### config.mk
export PLATFORM = sky130hd
export DESIGN_NAME = dbc_top
export DESIGN_NICKNAME = d
export VERILOG_FILES = /design/src/rtl/dbc_pkg.sv /design/src/rtl/dbc_top.sv
export VERILOG_INCLUDE_DIRS = /design/src /design/src/rtl
export SDC_FILE = /design/constraint.sdc
export NUM_CORES = 1
export LEC_CHECK = 0
export BUFFER_PORTS_ARGS = -buffer_cell sky130_fd_sc_hd__buf_2
export CORE_MARGIN = 2
export CORE_UTILIZATION = 63
export DETAILED_ROUTE_END_ITERATION = 12
export GPL_TIMING_DRIVEN = 0
export PLACE_DENSITY = 0.83
export SYNTH_ARGS = -nofsm -noshare
export SYNTH_HDL_FRONTEND = slang
export SYNTH_SLANG_ARGS = --single-unit
export TNS_END_PERCENT = 5
### constraint.sdc
create_clock -name i_core_clk -period 3.75 [get_ports i_core_clk]
set_input_delay 0.75 -clock i_core_clk [delete_from_list [all_inputs] [get_ports i_core_clk]]
set_output_delay 0.75 -clock i_core_clk [all_outputs]
set_load 0.03 [all_outputs]
### src/rtl/dbc_cfg.svh
// Register offsets, field positions and fixed patterns of the overhead block
`ifndef DBC_CFG_SVH
`define DBC_CFG_SVH
`define DBC_ADDR_TX_CTRL 8'h41
`define DBC_ADDR_RX_CODE 8'h42
`define DBC_ADDR_TX_CODE 8'h43
`define DBC_ADDR_ALIGN 8'h50
`define DBC_ADDR_NONALIGN 8'h51
`define DBC_ADDR_SI_EVEN 8'h52
`define DBC_ADDR_SI_ODD 8'h53
`define DBC_ADDR_RAI 8'h54
`define DBC_RST_BYTE 8'h00
`define DBC_RST_CODE 6'h00
`define DBC_SEND_BIT 6
`define DBC_IDLE_FLAG 8'h7e
`define DBC_CODE_LEAD 8'hff
`define DBC_CODE_LEN 4'hf
`define DBC_IDLE_LEN 4'h7
`define DBC_RAI_POS 5
`define DBC_LAST_BIT 3'h7
`define DBC_FIRST_DATA 4'h1
`endif

### src/rtl/dbc_pkg.sv
// Types shared by the overhead capture block
package dbc_pkg;
    // Kind of data link message now on the wire
    typedef enum logic [0:0] {
        DBC_TX_IDLE = 1'b0,
        DBC_TX_CODE = 1'b1
    } dbc_tx_e;

    // Receive line timing and data from the framer
    typedef struct packed {
        logic bit_en;
        logic data;
        logic frame_start;
        logic align;
        logic mf_start;
        logic [3:0] frame_num;
    } dbc_rx_s;

    // Processor port access
    typedef struct packed {
        logic wr;
        logic rd;
        logic [7:0] addr;
        logic [7:0] wdata;
    } dbc_cpu_s;
endpackage : dbc_pkg

### src/rtl/dbc_top.sv
// Bit-oriented code transmit/receive and E1 overhead bit capture
`timescale 1ns/1ps
`include "dbc_cfg.svh"

//Contract
// - Send stored code repeatedly while send enabled
// - Send idle flag while send disabled
// - Code field is six bits of sixteen
// - Transmit code bit zero first
// - Store validated received code, read-only
// - First received code bit in bit zero
// - New code sets detected flag, may interrupt
// - Code registers active only in ESF mode
// - Latch align frame byte, Si in bit7
// - Normal signal reads pattern 0011011
// - Non-align byte loaded at align start
// - Non-align Si bit7, signal bit6
// - Non-align bit5 is remote alarm
// - Non-align bits4..0 are Sa4..Sa8
// - Even-frame Si bits, frame14 in bit7
// - Odd-frame Si bits, frame15 in bit7
// - Hold multiframe bits, copy next multiframe
// - Multiframe flag marks multiframe boundary
// - Align flag marks align frame start
// - Alarm bits odd frames, frame15 bit7
// - Alarm bits copied at next multiframe
module dbc_top
    import dbc_pkg::*;
(
    input wire logic i_core_clk,
    input wire logic i_resetn,
    input wire logic i_esf_mode,
    input wire logic i_e1_mode,
    input wire dbc_cpu_s i_cpu,
    input wire logic i_code_valid,
    input wire logic [5:0] i_code_value,
    input wire logic i_code_detected_clr,
    input wire logic i_code_detected_ie,
    input wire logic i_align_flag_clr,
    input wire logic i_mf_flag_clr,
    input wire logic i_dl_tick,
    input wire dbc_rx_s i_rx,
    output logic [7:0] o_rdata,
    output logic o_dl_bit,
    output logic o_code_detected_flag,
    output logic o_interrupt_request_out,
    output logic o_rx_align_frame_flag,
    output logic o_rx_multiframe_flag
);

    //***********************************************
    // Register storage
    //***********************************************
    logic send_code_enable;
    logic [5:0] tx_code_field;
    logic [5:0] rx_code_field;
    logic [7:0] rx_align_frame_bits;
    logic [7:0] rx_nonalign_frame_bits;
    logic [7:0] rx_intl_bits_even_frames;
    logic [7:0] rx_intl_bits_odd_frames;
    logic [7:0] rx_remote_alarm_bits;
    logic [7:0] next_rdata;

    // Software writes; capture registers have no write path
    always_ff @(posedge i_core_clk or negedge i_resetn) begin
        if (!i_resetn) begin
            send_code_enable <= 1'b0;
            tx_code_field <= `DBC_RST_CODE;
        end else if (i_cpu.wr) begin
            if (i_cpu.addr == `DBC_ADDR_TX_CTRL) begin
                send_code_enable <= i_cpu.wdata[`DBC_SEND_BIT];
            end
            if (i_cpu.addr == `DBC_ADDR_TX_CODE) begin
                tx_code_field <= i_cpu.wdata[5:0];
            end
        end
    end

    // Read data mux, unmapped offsets read zero
    always_comb begin
        unique case (i_cpu.addr)
            `DBC_ADDR_TX_CTRL: begin
                next_rdata = `DBC_RST_BYTE;
                next_rdata[`DBC_SEND_BIT] = send_code_enable;
            end
            `DBC_ADDR_RX_CODE: next_rdata = {2'b00, rx_code_field};
            `DBC_ADDR_TX_CODE: next_rdata = {2'b00, tx_code_field};
            `DBC_ADDR_ALIGN: next_rdata = rx_align_frame_bits;
            `DBC_ADDR_NONALIGN: next_rdata = rx_nonalign_frame_bits;
            `DBC_ADDR_SI_EVEN: next_rdata = rx_intl_bits_even_frames;
            `DBC_ADDR_SI_ODD: next_rdata = rx_intl_bits_odd_frames;
            `DBC_ADDR_RAI: next_rdata = rx_remote_alarm_bits;
            default: next_rdata = `DBC_RST_BYTE;
        endcase
    end

    // Read data registered, valid the cycle after the strobe
    always_ff @(posedge i_core_clk or negedge i_resetn) begin
        if (!i_resetn) begin
            o_rdata <= `DBC_RST_BYTE;
        end else if (i_cpu.rd) begin
            o_rdata <= next_rdata;
        end
    end

    //***********************************************
    // Data link transmitter
    //***********************************************
    dbc_tx_e tx_kind;
    logic [15:0] tx_sh;
    logic [3:0] tx_cnt;
    logic tx_last;
    logic tx_send;

    assign tx_send = send_code_enable && i_esf_mode;
    assign tx_last = (tx_kind == DBC_TX_CODE) ? (tx_cnt == `DBC_CODE_LEN)
                                              : (tx_cnt == `DBC_IDLE_LEN);

    // Messages are never cut short; a new choice waits for the boundary
    always_ff @(posedge i_core_clk or negedge i_resetn) begin
        if (!i_resetn) begin
            tx_kind <= DBC_TX_IDLE;
            tx_sh <= {8'h00, `DBC_IDLE_FLAG};
            tx_cnt <= 4'h0;
            o_dl_bit <= 1'b0;
        end else if (i_dl_tick) begin
            o_dl_bit <= tx_sh[0];
            if (tx_last) begin
                tx_cnt <= 4'h0;
                if (tx_send) begin
                    tx_kind <= DBC_TX_CODE;
                    // 0, d0..d5, 0, then eight ones
                    tx_sh <= {`DBC_CODE_LEAD, 1'b0, tx_code_field,
                              1'b0};
                end else begin
                    tx_kind <= DBC_TX_IDLE;
                    tx_sh <= {8'h00, `DBC_IDLE_FLAG};
                end
            end else begin
                tx_cnt <= tx_cnt + 4'h1;
                tx_sh <= {1'b0, tx_sh[15:1]};
            end
        end
    end

    //***********************************************
    // Received code capture
    //***********************************************
    logic code_take;

    assign code_take = i_code_valid && i_esf_mode;

    // Filter hands bit zero as first received bit
    always_ff @(posedge i_core_clk or negedge i_resetn) begin
        if (!i_resetn) begin
            rx_code_field <= `DBC_RST_CODE;
        end else if (code_take) begin
            rx_code_field <= i_code_value;
        end
    end

    // Detected flag: a set in the clearing cycle wins
    always_ff @(posedge i_core_clk or negedge i_resetn) begin
        if (!i_resetn) begin
            o_code_detected_flag <= 1'b0;
        end else if (code_take) begin
            o_code_detected_flag <= 1'b1;
        end else if (i_code_detected_clr) begin
            o_code_detected_flag <= 1'b0;
        end
    end

    // Request follows the flag one cycle later
    always_ff @(posedge i_core_clk or negedge i_resetn) begin
        if (!i_resetn) begin
            o_interrupt_request_out <= 1'b0;
        end else begin
            o_interrupt_request_out <= o_code_detected_flag &&
                                       i_code_detected_ie;
        end
    end

    //***********************************************
    // E1 frame overhead capture
    //***********************************************
    logic [6:0] cap_sh;
    logic [2:0] cap_cnt;
    logic cap_busy;
    logic cap_align;
    logic [3:0] cap_frame;
    logic cap_done;
    logic [7:0] cap_byte;
    logic [7:0] hold_align;
    logic [7:0] hold_nonalign;
    logic [7:0] hold_even;
    logic [7:0] hold_odd;
    logic [7:0] hold_rai;
    logic align_start;
    logic mf_start;

    assign align_start = i_e1_mode && i_rx.frame_start && i_rx.align;
    assign mf_start = align_start && i_rx.mf_start;
    assign cap_done = cap_busy && i_rx.bit_en && (cap_cnt == `DBC_LAST_BIT);
    // First received bit lands in bit 7
    assign cap_byte = {cap_sh, i_rx.data};

    // Gather the first eight bits of each frame
    always_ff @(posedge i_core_clk or negedge i_resetn) begin
        if (!i_resetn) begin
            cap_sh <= 7'h00;
            cap_cnt <= 3'h0;
            cap_busy <= 1'b0;
            cap_align <= 1'b0;
            cap_frame <= 4'h0;
        end else if (i_e1_mode && i_rx.frame_start) begin
            cap_cnt <= 3'h0;
            cap_busy <= 1'b1;
            cap_align <= i_rx.align;
            cap_frame <= i_rx.frame_num;
        end else if (cap_busy && i_rx.bit_en) begin
            cap_sh <= cap_byte[6:0];
            cap_cnt <= cap_cnt + 3'h1;
            if (cap_cnt == `DBC_LAST_BIT) begin
                cap_busy <= 1'b0;
            end
        end
    end

    // Holding storage filled as each frame's byte completes
    always_ff @(posedge i_core_clk or negedge i_resetn) begin
        if (!i_resetn) begin
            hold_align <= `DBC_RST_BYTE;
            hold_nonalign <= `DBC_RST_BYTE;
            hold_even <= `DBC_RST_BYTE;
            hold_odd <= `DBC_RST_BYTE;
            hold_rai <= `DBC_RST_BYTE;
        end else if (cap_done) begin
            if (cap_align) begin
                hold_align <= cap_byte;
                hold_even[cap_frame[3:1]] <= cap_byte[7];
            end else begin
                hold_nonalign <= cap_byte;
                hold_odd[cap_frame[3:1]] <= cap_byte[7];
                hold_rai[cap_frame[3:1]] <= cap_byte[`DBC_RAI_POS];
            end
        end
    end

    // Bytes kept whole: Si, pattern/signal, alarm, Sa4..Sa8 in place
    always_ff @(posedge i_core_clk or negedge i_resetn) begin
        if (!i_resetn) begin
            rx_align_frame_bits <= `DBC_RST_BYTE;
            rx_nonalign_frame_bits <= `DBC_RST_BYTE;
        end else if (align_start) begin
            rx_align_frame_bits <= hold_align;
            rx_nonalign_frame_bits <= hold_nonalign;
        end
    end

    // Multiframe registers change only on the boundary
    always_ff @(posedge i_core_clk or negedge i_resetn) begin
        if (!i_resetn) begin
            rx_intl_bits_even_frames <= `DBC_RST_BYTE;
            rx_intl_bits_odd_frames <= `DBC_RST_BYTE;
            rx_remote_alarm_bits <= `DBC_RST_BYTE;
        end else if (mf_start) begin
            rx_intl_bits_even_frames <= hold_even;
            rx_intl_bits_odd_frames <= hold_odd;
            rx_remote_alarm_bits <= hold_rai;
        end
    end

    // Frame status flags; set beats clear
    always_ff @(posedge i_core_clk or negedge i_resetn) begin
        if (!i_resetn) begin
            o_rx_align_frame_flag <= 1'b0;
            o_rx_multiframe_flag <= 1'b0;
        end else begin
            if (align_start) begin
                o_rx_align_frame_flag <= 1'b1;
            end else if (i_align_flag_clr) begin
                o_rx_align_frame_flag <= 1'b0;
            end
            if (mf_start) begin
                o_rx_multiframe_flag <= 1'b1;
            end else if (i_mf_flag_clr) begin
                o_rx_multiframe_flag <= 1'b0;
            end
        end
    end

    // Code held for the whole message, so a write mid-message cannot
    // blur the bit order check
    logic [5:0] code_on_wire;

    always_ff @(posedge i_core_clk or negedge i_resetn) begin
        if (!i_resetn) begin
            code_on_wire <= `DBC_RST_CODE;
        end else if (i_dl_tick && tx_last && tx_send) begin
            code_on_wire <= tx_code_field;
        end
    end
endmodule : dbc_top

Word-level counts from Yosys, hierarchy flattened:

Cells that the tools add are included.

* $add $sub $neg: 2
* order comparisons: 2
* eq/ne operators: 11
* mux-type cells: 22
* bitwise gates (word level): 2
* reductions and logical operators: 21

Operator list (number)
* $eq A8 B7 Y1 const B: 8
* $pmux W8 S8: 1
* $mux W16: 2
* $bwmux W8: 3
* $reduce_and A2 Y1: 7
* $mux W1: 12
* $reduce_bool A2 Y1: 5
* $logic_and A1 B1 Y1: 9
* $mux W3: 2
* $add A4 B1 Y4 const B: 1
* $eq A4 B3 Y1 const B: 1
* $eq A4 B4 Y1 const B: 1
* $lt A3 B4 Y1 const B: 1
* $mux W4: 1
* $add A3 B1 Y3 const B: 1
* $demux W1 S3: 1
* $eq A3 B3 Y1 const B: 1
* $ge A3 B1 Y1 const B: 1
* $not A1 Y1: 2

* bits in registers: 143
* input port bits: 43
* output and inout bits: 13
* word-level logic and storage cells: 87

Longest topological paths before layout:

Gate-level depths: netlist of the first run.

* depth after elaboration: 5
* mapped depth: 7
* gate-level depth less buffers: 6

Worst setup path after synthesis of the first run:

OpenSTA, ideal clock, no wires.

* path type: input-to-reg
* start point: input port i_e1_mode
* end point: register rx_align_frame_bits[0]
* setup time: 0.125 ns
* arrival time: 1.873 ns
* data required time: 3.625 ns
* path slack: 1.752 ns
* stages on the path: 5
* buffers on the path: 2
* path through: and2_1 -> buf_2 -> nand2_1 -> buf_2 -> mux2_2

* longest elaborated chain between the ends: 2

Ends and longest elaborated chain
* start, declared: line dbc_top.sv:33 `input wire logic i_e1_mode,`
* $logic_and A1 B1 Y1 (2 in series): line dbc_top.sv:201 `assign align_start = i_e1_mode && i_rx.frame_start && i_rx.align;`
* end signal, assigned: line dbc_top.sv:252 `` rx_align_frame_bits <= `DBC_RST_BYTE; ``
* end signal, assigned: line dbc_top.sv:255 `rx_align_frame_bits <= hold_align;`
* end, declared: line dbc_top.sv:57 `logic [7:0] rx_align_frame_bits;`

Every way passes these cells.
A chain may end at the register's enable or synchronous reset.

Final worst setup path of the first run:

* start point: register cap_cnt[0]
* end point: register hold_odd[1]

* longest elaborated chain between the ends: 3

Ends and longest elaborated chain
* start, declared: line dbc_top.sv:187 `logic [2:0] cap_cnt;`
* start signal, assigned: line dbc_top.sv:222 `cap_cnt <= cap_cnt + 3'h1;`
* $eq A3 B3 Y1 (no source line)
* $logic_and A1 B1 Y1: line dbc_top.sv:203 `` assign cap_done = cap_busy && i_rx.bit_en && (cap_cnt == `DBC_LAST_BIT); ``
* $reduce_and A2 Y1 (no source line)
* end signal, assigned: line dbc_top.sv:235 `` hold_odd <= `DBC_RST_BYTE; ``
* end signal, assigned by index: line dbc_top.sv:243 `hold_odd[cap_frame[3:1]] <= cap_byte[7];`
* end, declared: line dbc_top.sv:196 `logic [7:0] hold_odd;`

Every way passes these cells.

==> reports/summary.txt, run 1 <==
=====================================================================================
Result of the run ...................................................... complete, no violations
CTS buffer count .......................................................           17
Worst Path Class, Setup ................................................   reg -> reg
Core outline area ......................................................     9328 um2
Post-Syn Instances .....................................................          508
Total power ............................................................     4.229 mW
Standard-cell rows .....................................................           35
Portion of the post-synthesis area used by sequential elements .........       58.21%
Crit path launch type ..................................................     register
TritonCTS clock tree ...................................................        built
Period Utilization, post-route .........................................       59.69%
Library cell used as clock root buffer ................................. sky130_fd_sc_hd__clkbuf_8
Average size of a mapped cell ..........................................    12.04 um2
Filler instances .......................................................          562
Max Clk Rate ...........................................................    446.8 MHz
Unrepaired setup endpoints after global routing ........................        false
Number of buffers inserted by hold repair at cts .......................            0
Ordered cell list for the critical path ................................ ha_1 -> ha_1 -> nand3_1 -> nand2b_1 -> clkbuf_1 -> nor3_1 -> mux2_2
Final Wtd Congestion ...................................................       0.9195
Netlist area before placement ..........................................     6117 um2
Via count of the first global-routing pass .............................         4437
Met3 routed wirelength .................................................       862 um
Count of cell types in the netlist .....................................           46
Max-cap violations .....................................................            0
Crit path top cell by count ............................................ sky130_fd_sc_hd__ha_1
CP max FO ..............................................................           10
Post-synthesis net count ...............................................          554
Clock tree sinks .......................................................          142
Wire length on met1 ....................................................      5515 um
Initial Utilization ....................................................       65.58%
Resized cells post-CTS .................................................            0
Power density normalized to cell area .................................. 590.3 nW/um2
Slowest cell on the critical path ...................................... sky130_fd_sc_hd__nor3_1
Worst setup skew after layout ..........................................  0.004112 ns
Number of enable flip-flop cells after synthesis .......................            0
Tightest slew margin relative to the limit .............................       47.80%
Half-perimeter wire length after detailed placement ....................      9181 um
Critical path capture point type .......................................     register
Maximum number of pins on one net before global-route repair ...........           91
Post-Layout Cell Count .................................................          720
Vert. Die Dim ..........................................................     102.5 um
Global-route wire length before repair .................................     22450 um
Die X ..................................................................     102.5 um
Area growth, synth to finish ...........................................       17.10%
Mean number of vias per cell ...........................................        5.908
Final setup violation count ............................................            0
Violation count after the first detailed-route iteration ...............          285
Average detailed-routed wire length per instance .......................     18.89 um
Count of pins on the block boundary ....................................           56
Met2 wire length .......................................................      6853 um
Area of the die ........................................................    10510 um2
Clock tree buffer depth ................................................            2
Number of cells on the critical path ...................................            7
Number of diodes added for antenna fixing ..............................            0
Layout cell share with drive strength beyond 1 .........................       33.16%
Smallest hold slack ....................................................    0.1649 ns
Worst vdd ir ...........................................................  0.0004587 V
Crit path arrival time .................................................      2.64 ns
DRC violation count after routing ......................................            0
Final Critical Period ..................................................     2.238 ns
IO Port Bufs ...........................................................           51
Routed Wire Length .....................................................     13600 um
Total area of multi-input combinational cells ..........................     2385 um2
Standby leakage power ..................................................     3.510 nW
Total negative slack for setup checks ..................................         0 ns
Cell type group with the largest total delay on the critical path ...... simple AND/OR/NAND/NOR gates
Iteration count of the initial detailed-routing pass ...................            5
H-tree lvl count .......................................................            4
Post-layout nets .......................................................          625
Clock Latency Late Sink ................................................      0.52 ns
Synth async-reset ratio ................................................       100.0%
Clock-pin slew of the registers on the worst-case setup and hold paths .      0.06 ns
Predominant post-synthesis flop cell ................................... sky130_fd_sc_hd__dfrtp_1
Depth of the worst register-to-register path ...........................            7
Number of antenna violations at the first check in global routing ......            0
Uppermost layer routed .................................................         met4
Yosys warns ............................................................            0
Total GRT Usage ........................................................       28.67%
Worst Tran Pin Value ...................................................    0.7771 ns
Kind of path behind the tightest hold check ............................  in -> async
Area taken by flip-flops and latches ...................................     3561 um2
Placed insts ...........................................................          689
Detail Route Antenna Nets ..............................................            0
Critical Path Max Stage Delay ..........................................      0.38 ns
Final hold violation count .............................................            0
Number of flip-flops and latches in the synthesized netlist ............          142
Count of pins over their slew limit ....................................            0
Post-CTS Setup Inserts .................................................            0
Critical Path RT .......................................................      4.16 ns
Aggregate global routing overflow ......................................            0
Vias after detailed routing ............................................         4254
CP Buf/Inv Count .......................................................            1
=====================================================================================
cell usage after synthesis, drive strengths merged (2+ instances only):
cell / count / area [um2]
o2bb2ai: 2 / 17.52
dfstp: 6 / 157.7
xor2: 2 / 17.52
o21ai: 9 / 45.04
nand4: 3 / 18.77
and2: 2 / 12.51
a211oi: 5 / 37.54
a22o: 4 / 35.03
nor4: 2 / 12.51
dfrtp: 136 / 3403
ha: 3 / 37.54
nor3: 7 / 35.03
a221oi: 2 / 17.52
mux2: 93 / 1047
o22ai: 14 / 87.58
mux2i: 18 / 180.2
clkbuf: 16 / 60.06
nor3b: 2 / 31.28
nand2b: 5 / 31.28
nand2: 60 / 225.2
buf: 10 / 47.55
nand3: 14 / 82.58
or4b: 2 / 20.02
nor2: 35 / 131.4
a21oi: 20 / 100.1
nor2b: 5 / 33.78
inv: 17 / 63.81
path summary, 6_finish.rpt:
check                                                    to                       from  slack [ns]
setup reg to reg                    hold_odd[1]$_DFFE_PN0P_     cap_cnt[0]$_DFFE_PN0P_        1.51
hold / removal                       o_rdata[5]$_DFFE_PN0P_                   i_resetn        0.16
min in group i_core_clk    o_code_detected_flag$_DFFE_PN0P_        i_code_detected_clr        0.41
hold reg to reg                   hold_align[7]$_DFFE_PN0P_  hold_align[7]$_DFFE_PN0P_        0.49
max in group asynchronous          hold_even[3]$_DFFE_PN0P_                   i_resetn        2.80
setup / recovery                    hold_odd[1]$_DFFE_PN0P_     cap_cnt[0]$_DFFE_PN0P_        1.51
report_power, final:
group	leakage, nW	internal, mW	total [mW]	switching (mW)
Combinational	1.35	0.255	0.594	0.339
Sequential	1.87	1.78	1.94	0.160
Clock	0.286	1.06	1.69	0.629
Total	3.51	3.10	4.23	1.13
layer usage:
layer  track usage (%)  up-vias
met1             36.01     2119
met2             47.66      173
met4             10.56        0
li1                  -     1920
met3             8.339       42
met5                 0        -
cells by family (layout without fill, tap and decap cells):
family	count (synthesis)	after routing	synth area share, %
AOI/OAI and AO/OA	61	61	6.198
xor gates and xnor gates	3	3	0.4296
adders and majority gates	3	3	0.6137
buffers and inverters	43	126	2.802
DFF	142	142	58.21
muxes	112	112	20.49
and+or+nand+nor	144	144	11.25
layout make-up:
class	instances	area share [%]
plain buffers	26	1.502
clock buffers	21	6.410
clock inverters	10	1.904
inverters	17	0.8908
multi-input cells	323	33.29
flip-flops and latches	142	49.71
well taps	129	2.253
repair buffers	52	4.035
metrics by stage:
stage | setup WS (ns) | utilization [%] | area (um2)
floorplan | 1.752 | - | 6117
global placement | 0.1231 | 70.05 | 6534
detailed placement | 1.359 | 70.41 | 6568
CTS | 1.493 | 76.79 | 7163
global route | 1.386 | 76.79 | 7163
finish | 1.512 | 76.79 | 7163
sequential cells by signal (all words and copies together) (netlist names), 3 cells and up:
signal / cells
hold_rai: 8
tx_sh: 16
cap_frame: 3
tx_cnt: 4
rx_code_field: 6
rx_remote_alarm_bits: 8
tx_code_field: 6
rx_intl_bits_even_frames: 8
o_rdata: 8
cap_cnt: 3
rx_intl_bits_odd_frames: 8
hold_odd: 8
rx_nonalign_frame_bits: 8
hold_even: 8
rx_align_frame_bits: 8
cap_sh: 7
hold_align: 8
hold_nonalign: 8
worst reg2reg max path: stages, from the launching register on:
cell and delay [ns]:
sky130_fd_sc_hd__dfrtp_1 0.36, sky130_fd_sc_hd__ha_1 0.17, sky130_fd_sc_hd__ha_1 0.19, sky130_fd_sc_hd__nand3_1 0.13, sky130_fd_sc_hd__nand2b_1 0.21, sky130_fd_sc_hd__clkbuf_1 0.31, sky130_fd_sc_hd__nor3_1 0.38, sky130_fd_sc_hd__mux2_2 0.38
layout by cell type (no fill, tap or decap), types with 5 or more instances in the layout:
| master | count |
|---|---|
| sky130_fd_sc_hd__dfrtp_1 | 136 |
| sky130_fd_sc_hd__mux2_2 | 93 |
| sky130_fd_sc_hd__nand2_1 | 60 |
| sky130_fd_sc_hd__buf_2 | 58 |
| sky130_fd_sc_hd__nor2_1 | 35 |
| sky130_fd_sc_hd__a21oi_1 | 20 |
| sky130_fd_sc_hd__mux2i_1 | 18 |
| sky130_fd_sc_hd__clkbuf_1 | 17 |
| sky130_fd_sc_hd__inv_1 | 17 |
| sky130_fd_sc_hd__clkbuf_16 | 16 |
| sky130_fd_sc_hd__o22ai_1 | 14 |
| sky130_fd_sc_hd__nand3_1 | 13 |
| sky130_fd_sc_hd__o21ai_0 | 9 |
| sky130_fd_sc_hd__nor3_1 | 7 |
| sky130_fd_sc_hd__dfstp_2 | 6 |
| sky130_fd_sc_hd__nand2b_1 | 5 |
| sky130_fd_sc_hd__a211oi_1 | 5 |
Note: power is estimated with default switching activity, not from simulation.
==> run 2, diff against run 1 <==
Settings changed: CORE_UTILIZATION 63 to 59, PLACE_DENSITY 0.83 to 0.78.
Clock period 3.75 ns to 2.1 ns, I/O delays scaled along.
==> reports/summary.txt, run 2 (same netlist as run 1, synthesis figures left out) <==
=====================================================================================
Result of the run ...................................................... complete, no violations
Max Clk Rate ...........................................................    514.3 MHz   +15%
Most frequent cells in the layout ...................................... sky130_fd_sc_hd__dfrtp_1, sky130_fd_sc_hd__mux2_2, sky130_fd_sc_hd__nand2_1
Max-cap violations .....................................................            0   unchanged
Detail Route Antenna Nets ..............................................            0   unchanged
Library cell used as clock root buffer ................................. sky130_fd_sc_hd__clkbuf_8
DRC violation count after routing ......................................            0   unchanged
Placed insts ...........................................................          696   +1.0%
Core outline area ......................................................    10180 um2   +9.2%
Worst Tran Pin Value ...................................................    0.7967 ns   +0.01962 ns
Standby leakage power ..................................................     3.517 nW   +0.19%
Total GRT Usage ........................................................       25.64%   -3.0 points
Clock-pin slew of the registers on the worst-case setup and hold paths .      0.06 ns   about the same
Depth of the worst register-to-register path ...........................            7   unchanged
Total negative slack for setup checks ..................................         0 ns   unchanged
Critical Path RT .......................................................      2.51 ns   -1.65 ns
Period Utilization, post-route .........................................       92.58%   +33 points
Clock tree sinks .......................................................          142   unchanged
Crit path to ........................................................... hold_odd[6]$_DFFE_PN0P_
Iteration count of the initial detailed-routing pass ...................            4   -1
CP max FO ..............................................................           10   unchanged
Count of pins over their slew limit ....................................            0   unchanged
Area of the die ........................................................    11200 um2   +6.5%
Layout cell share with drive strength beyond 1 .........................       33.90%   +0.73 points
Maximum number of pins on one net before global-route repair ...........           76   -16%
Post-layout nets .......................................................          626   +0.16%
Aggregate global routing overflow ......................................            0   unchanged
Worst setup skew after layout ..........................................   0.01374 ns   +0.009630 ns
Total area of multi-input combinational cells ..........................     2395 um2   +0.42%
Unrepaired setup endpoints after global routing ........................        false
Number of cells on the critical path ...................................            7   unchanged
Clock Latency Late Sink ................................................      0.54 ns   +0.02 ns
Area taken by flip-flops and latches ...................................     3561 um2   unchanged
Kind of path behind the tightest hold check ............................    in -> reg
Initial Utilization ....................................................       60.06%   -5.5 points
CTS buffer count .......................................................           17   unchanged
Most common cell after layout, fill and taps aside ..................... sky130_fd_sc_hd__dfrtp_1
Violation count after the first detailed-route iteration ...............          239   -16%
Final setup violation count ............................................            0   unchanged
End of the worst register-to-register path ............................. hold_odd[6]$_DFFE_PN0P_
Tightest slew margin relative to the limit .............................       46.48%   -1.3 points
Number of flip-flops in the largest register ...........................           16   unchanged
Critical path capture point type .......................................     register
Start of the worst register-to-register path ........................... cap_cnt[0]$_DFFE_PN0P_
Ordered cell list for the critical path ................................ ha_1 -> ha_1 -> nand3_1 -> nand2b_1 -> buf_2 -> nor3_2 -> mux2_2
TritonCTS clock tree ...................................................        built
Number of diodes added for antenna fixing ..............................            0   unchanged
CP Buf/Inv Count .......................................................            1   unchanged
Critical Path Max Stage Delay ..........................................      0.37 ns   about the same
Via count of the first global-routing pass .............................         4322   -2.6%
IO Port Bufs ...........................................................           51   unchanged
Crit path top cell by count ............................................ sky130_fd_sc_hd__ha_1
Routed Wire Length .....................................................     13280 um   -2.4%
Worst vdd ir ...........................................................  0.0007010 V   +53%
Register name with the most flops ......................................        tx_sh
Final Wtd Congestion ...................................................       0.8610   -6.4%
Mean number of vias per cell ...........................................        5.770   -2.3%
Die X ..................................................................     105.8 um   +3.2%
Vert. Die Dim ..........................................................     105.8 um   +3.2%
Cell type group with the largest total delay on the critical path ...... simple AND/OR/NAND/NOR gates
Final hold violation count .............................................            0   unchanged
Standard-cell rows .....................................................           37   +5.7%
Global-route wire length before repair .................................     21780 um   -3.0%
Crit path launch type ..................................................     register
Flop-to-flop setup slack ...............................................      0.16 ns   -1.36 ns
Crit path arrival time .................................................      2.36 ns   -0.28 ns
Slowest cell on the critical path ...................................... sky130_fd_sc_hd__dfrtp_1
Average detailed-routed wire length per instance .......................     18.22 um   -3.6%
H-tree lvl count .......................................................            4   unchanged
Worst setup startpoint ................................................. cap_cnt[0]$_DFFE_PN0P_
Clock tree buffer depth ................................................            2   unchanged
Half-perimeter wire length after detailed placement ....................      9341 um   +1.7%
Final Critical Period ..................................................     1.944 ns   -0.2939 ns
Power density normalized to cell area ..................................  1044 nW/um2   +77%
Filler instances .......................................................          723   +29%
Vias after detailed routing ............................................         4206   -1.1%
Area growth, synth to finish ...........................................       17.63%
Number of antenna violations at the first check in global routing ......            0   unchanged
Worst Path Class, Setup ................................................   reg -> reg
Count of pins on the block boundary ....................................           56   unchanged
Post-Layout Cell Count .................................................          729   +1.3%
=====================================================================================
run 2: how the worst min path moves through the flow:
| stage | from | end | slack [ns] | cells past startpoint |
|---|---|---|---|---|
| floorplan | i_resetn | cap_align$_DFFE_PN0N_ | 0.12 | 0 |
| global placement | hold_nonalign[6]$_DFFE_PN0P_ | hold_nonalign[6]$_DFFE_PN0P_ | 0.45 | 2 |
| detailed placement | i_resetn | o_rdata[2]$_DFFE_PN0P_ | 0.45 | 1 |
| CTS | i_align_flag_clr | o_rx_align_frame_flag$_DFFE_PN0P_ | 0.07 | 2 |
| global route | i_align_flag_clr | o_rx_align_frame_flag$_DFFE_PN0P_ | 0.08 | 2 |
| finish | i_align_flag_clr | o_rx_align_frame_flag$_DFFE_PN0P_ | 0.08 | 2 |
run 2: final cells by class:
cell class	count	area share, %
Buffer	26	1.565
Timing Repair Buffer	53	4.156
Clock buffer	19	5.999
Multi-Input combinational cell	323	33.28
Inverter	17	0.8868
Sequential cell	142	49.49
Clock inverter	13	2.260
Tap cell	136	2.365
run 2: per-stage QoR:
stage	power (mW)	hold slack (ns)	setup slack, ns	util [%]	cell area, um2
2_1_floorplan	4.139	0.1244	0.2830	-	6117
3_3_place_gp	4.447	0.4545	-1.217	64.24	6543
3_5_place_dp	4.543	0.4512	-0.06623	64.57	6576
4_1_cts	7.537	0.06661	0.02375	70.57	7187
5_1_grt	7.844	0.07678	0.003858	70.65	7196
6_report	7.514	0.07649	0.1557	70.65	7196
run 2: routing by layer:
metal / up-vias / part of all wire (%) / GRT usage, %
met3: 34 / 5.0 / 6.370
met4: 0 / 2.3 / 9.492
met1: 2104 / 42 / 32.88
met2: 130 / 50 / 42.49
met5: - / 0 / 0
li1: 1938 / - / -
run 2: power by group:
group	switching, mW	internal (mW)
sequential	0.277	3.19
clock	1.16	1.84
combinational	0.586	0.458
run 2: repair_timing:
item                                    CTS  global route
endpoints found under the setup margin    4            10
hold endpoints to repair                 61             0
hold buffers                              1             0
setup buffers                             0             0
pin swaps                                 0             0
gates resized for setup                   2             5
run 2: worst reg2reg max path: stages (launching register included):
cell and delay, ns:
sky130_fd_sc_hd__dfrtp_1 0.37, sky130_fd_sc_hd__ha_1 0.16, sky130_fd_sc_hd__ha_1 0.18, sky130_fd_sc_hd__nand3_1 0.13, sky130_fd_sc_hd__nand2b_1 0.21, sky130_fd_sc_hd__buf_2 0.23
sky130_fd_sc_hd__nor3_2 0.19, sky130_fd_sc_hd__mux2_2 0.36
==> run 3, diff against run 2 <==
Settings changed: CORE_UTILIZATION 59 to 50, MAX_ROUTING_LAYER set to met4, PLACE_DENSITY 0.78 to 0.68, SLEW_MARGIN set to 10.
==> reports/summary.txt, run 3 (same netlist as run 1, synthesis figures left out) <==
=====================================================================================
Critical Path RT .......................................................      2.40 ns   -0.11 ns
Mean number of vias per cell ...........................................        5.553   -3.7%
Number of diodes added for antenna fixing ..............................            0   unchanged
H-tree lvl count .......................................................            4   unchanged
Pint ...................................................................     5.798 mW   +5.7%
Layout cell share with drive strength beyond 1 .........................       34.29%   +0.40 points
CP max FO ..............................................................            3   -7
Worst Tran Pin Value ...................................................    0.7229 ns   -0.07375 ns
Final Wtd Congestion ...................................................       0.8448   -1.9%
Library cell used as clock root buffer ................................. sky130_fd_sc_hd__clkbuf_16
Net Switching ..........................................................     1.987 mW   -2.0%
Clock-pin slew of the registers on the worst-case setup and hold paths .      0.06 ns   about the same
DRC violation count after routing ......................................            0   unchanged
Violation count after the first detailed-route iteration ...............          264   +10%
Depth of the worst register-to-register path ...........................            6   -1
Area of the die ........................................................    13140 um2   +17%
Number of antenna violations at the first check in global routing ......            0   unchanged
Aggregate global routing overflow ......................................            0   unchanged
Vias after detailed routing ............................................         4104   -2.4%
Setup WS post-layout ...................................................    0.1417 ns   -0.01405 ns
Tightest slew margin relative to the limit .............................       51.43%   +5.0 points
Standard-cell rows .....................................................           40   +8.1%
Part of the power in registers .........................................        44.5%   -1.6 points
Flop-to-flop setup slack ...............................................      0.14 ns   about the same
Clock share of power ...................................................        42.2%   +2.2 points
Most frequent cells in the layout ...................................... sky130_fd_sc_hd__dfrtp_1, sky130_fd_sc_hd__mux2_2, sky130_fd_sc_hd__nand2_1
Final hold violation count .............................................            4   +4
Standby leakage power ..................................................     3.545 nW   +0.80%
Initial Utilization ....................................................       51.14%   -8.9 points
Post-CTS Setup Inserts .................................................            0   unchanged
Kind of path behind the tightest hold check ............................  in -> async
Period Utilization, post-route .........................................       93.25%   +0.67 points
Post-Layout Cell Count .................................................          739   +1.4%
Via count of the first global-routing pass .............................         4156   -3.8%
Clock tree buffer depth ................................................            2   unchanged
Count of pins on the block boundary ....................................           56   unchanged
Crit path arrival time .................................................      2.26 ns   -0.10 ns
Average detailed-routed wire length per instance .......................     17.98 um   -1.3%
Final Critical Period ..................................................     1.958 ns   +0.01405 ns
Die X ..................................................................     114.6 um   +8.3%
Detail Route Antenna Nets ..............................................            0   unchanged
Result of the run ...................................................... finished with violations
Clock tree sinks .......................................................          142   unchanged
Proportion of power drawn by combinational gates .......................        13.3%   -0.6 points
Unrepaired setup endpoints after global routing ........................        false
Smallest hold slack ....................................................  -0.01001 ns   -0.08650 ns
Max Clk Rate ...........................................................    510.6 MHz   -0.72%
Final setup violation count ............................................            0   unchanged
Worst setup skew after layout ..........................................  0.006827 ns   -0.006914 ns
Half-perimeter wire length after detailed placement ....................      9390 um   +0.52%
Worst vdd ir ...........................................................  0.0005818 V   -17%
Worst Path Class, Setup ................................................   reg -> reg
CTS buffer count .......................................................           17   unchanged
Post-layout nets .......................................................          625   -0.16%
End of the worst register-to-register path ............................. hold_odd[4]$_DFFE_PN0P_
IO Port Bufs ...........................................................           51   unchanged
Max-cap violations .....................................................            0   unchanged
Clock Latency Late Sink ................................................      0.42 ns   -0.12 ns
Register name with the most flops ......................................        tx_sh
Vert. Die Dim ..........................................................     114.6 um   +8.3%
TritonCTS clock tree ...................................................        built
Critical path capture point type .......................................     register
Iteration count of the initial detailed-routing pass ...................            4   unchanged
Start of the worst register-to-register path ........................... cap_cnt[0]$_DFFE_PN0P_
Total GRT Usage ........................................................       22.23%   -3.4 points
Power density normalized to cell area ..................................  1072 nW/um2   +2.7%
Global-route wire length before repair .................................     21320 um   -2.1%
Number of flip-flops in the largest register ...........................           16   unchanged
Failing checks .........................................................  hold timing
Placed insts ...........................................................          707   +1.6%
Fraction of power spent switching nets .................................       25.53%   -1.5 points
Most common cell after layout, fill and taps aside ..................... sky130_fd_sc_hd__dfrtp_1
Placement-stage worst setup slack ......................................  -0.02543 ns   +0.04080 ns
Area growth, synth to finish ...........................................       18.69%
Maximum number of pins on one net before global-route repair ...........           76   unchanged
Routed Wire Length .....................................................     13290 um   about the same
Crit path launch type ..................................................     register
Core outline area ......................................................    11960 um2   +17%
Number of buffers inserted by hold repair at cts .......................            0   -1
Count of pins over their slew limit ....................................            0   unchanged
=====================================================================================
==> run 3: cell count changes in the layout (fill, tap and decap cells not counted), moves of 2 or more <==
cell / before / now
sky130_fd_sc_hd__clkinv_4: 2 / 0
sky130_fd_sc_hd__bufinv_16: 3 / 5
sky130_fd_sc_hd__inv_6: 2 / 0
sky130_fd_sc_hd__clkinv_2: 3 / 5
==> run 3: worst max-delay path by stage <==
| stage | cells past startpoint | end | start | slack (ns) |
|---|---|---|---|---|
| global placement | 1 | hold_even[2]$_DFFE_PN0P_ | i_resetn | -1.27 |
| detailed placement | 7 | hold_rai[1]$_DFFE_PN0P_ | cap_cnt[0]$_DFFE_PN0P_ | -0.03 |
| CTS | 7 | hold_rai[1]$_DFFE_PN0P_ | cap_cnt[0]$_DFFE_PN0P_ | -0.04 |
| floorplan | 7 | hold_odd[6]$_DFFE_PN0P_ | cap_cnt[0]$_DFFE_PN0P_ | 0.28 |
| global route | 7 | hold_rai[6]$_DFFE_PN0P_ | cap_cnt[0]$_DFFE_PN0P_ | 0.03 |
| finish | 6 | hold_odd[4]$_DFFE_PN0P_ | cap_cnt[0]$_DFFE_PN0P_ | 0.14 |
==> run 3: through the flow <==
stage          util [%]  total power [mW]  setup TNS, ns  hold slack (ns)  cell area, um2
2_1_floorplan         -             4.139              0           0.1244            6117
3_3_place_gp      54.81             4.462        -175.16           0.4533            6556
3_5_place_dp      55.09             4.537       -0.06523           0.4593            6590
4_1_cts           60.50             7.808        -0.1282          0.02420            7237
5_1_grt           60.70             8.104              0          0.05307            7261
6_report          60.70             7.785              0         -0.01001            7261
==> run 3: repair_timing <==
| item | 4_1_cts | 5_1_grt |
|---|---|---|
| pin swaps | 0 | 0 |
| setup endpoints to repair | 4 | 8 |
| gates resized for setup | 0 | 9 |
==> run 3: worst max-delay path, stage by stage (launching register included) <==
cell and delay [ns]:
sky130_fd_sc_hd__dfrtp_1 0.38, sky130_fd_sc_hd__ha_1 0.16, sky130_fd_sc_hd__ha_1 0.18, sky130_fd_sc_hd__nand3_1 0.12
sky130_fd_sc_hd__nand2b_1 0.21, sky130_fd_sc_hd__nor3_1 0.42, sky130_fd_sc_hd__mux2_2 0.38
==> run 3: cell type report <==
cell class / count / area (um2)
fillers: 940 / 4701
multi-input cells: 323 / 2406
clock buffers: 20 / 456.7
well taps: 147 / 183.9
clock inverters: 12 / 190.2
repair buffers: 52 / 289.0
inverters: 17 / 63.81
flip-flops and latches: 142 / 3561
plain buffers: 26 / 110.1
==> run 3: power groups by stage <==
stage / clock network, mW / logic, mW / registers, mW
CTS: 3.31 / 1.04 / 3.46
global route: 3.42 / 1.17 / 3.51
finish: 3.29 / 1.04 / 3.46
detailed placement: 0 / 1.03 / 3.51
global placement: 0 / 0.985 / 3.48
floorplan: 0 / 0.706 / 3.43
==> run 3: routing by layer <==
| layer | GRT usage [%] | up-vias | wire, um |
|---|---|---|---|
| met5 | - | - | 0 |
| met4 | 6.911 | 0 | 196 |
| met3 | 4.923 | 17 | 511 |
| met2 | 35.74 | 85 | 6594 |
| met1 | 28.31 | 2079 | 5987 |
| li1 | - | 1923 | - |
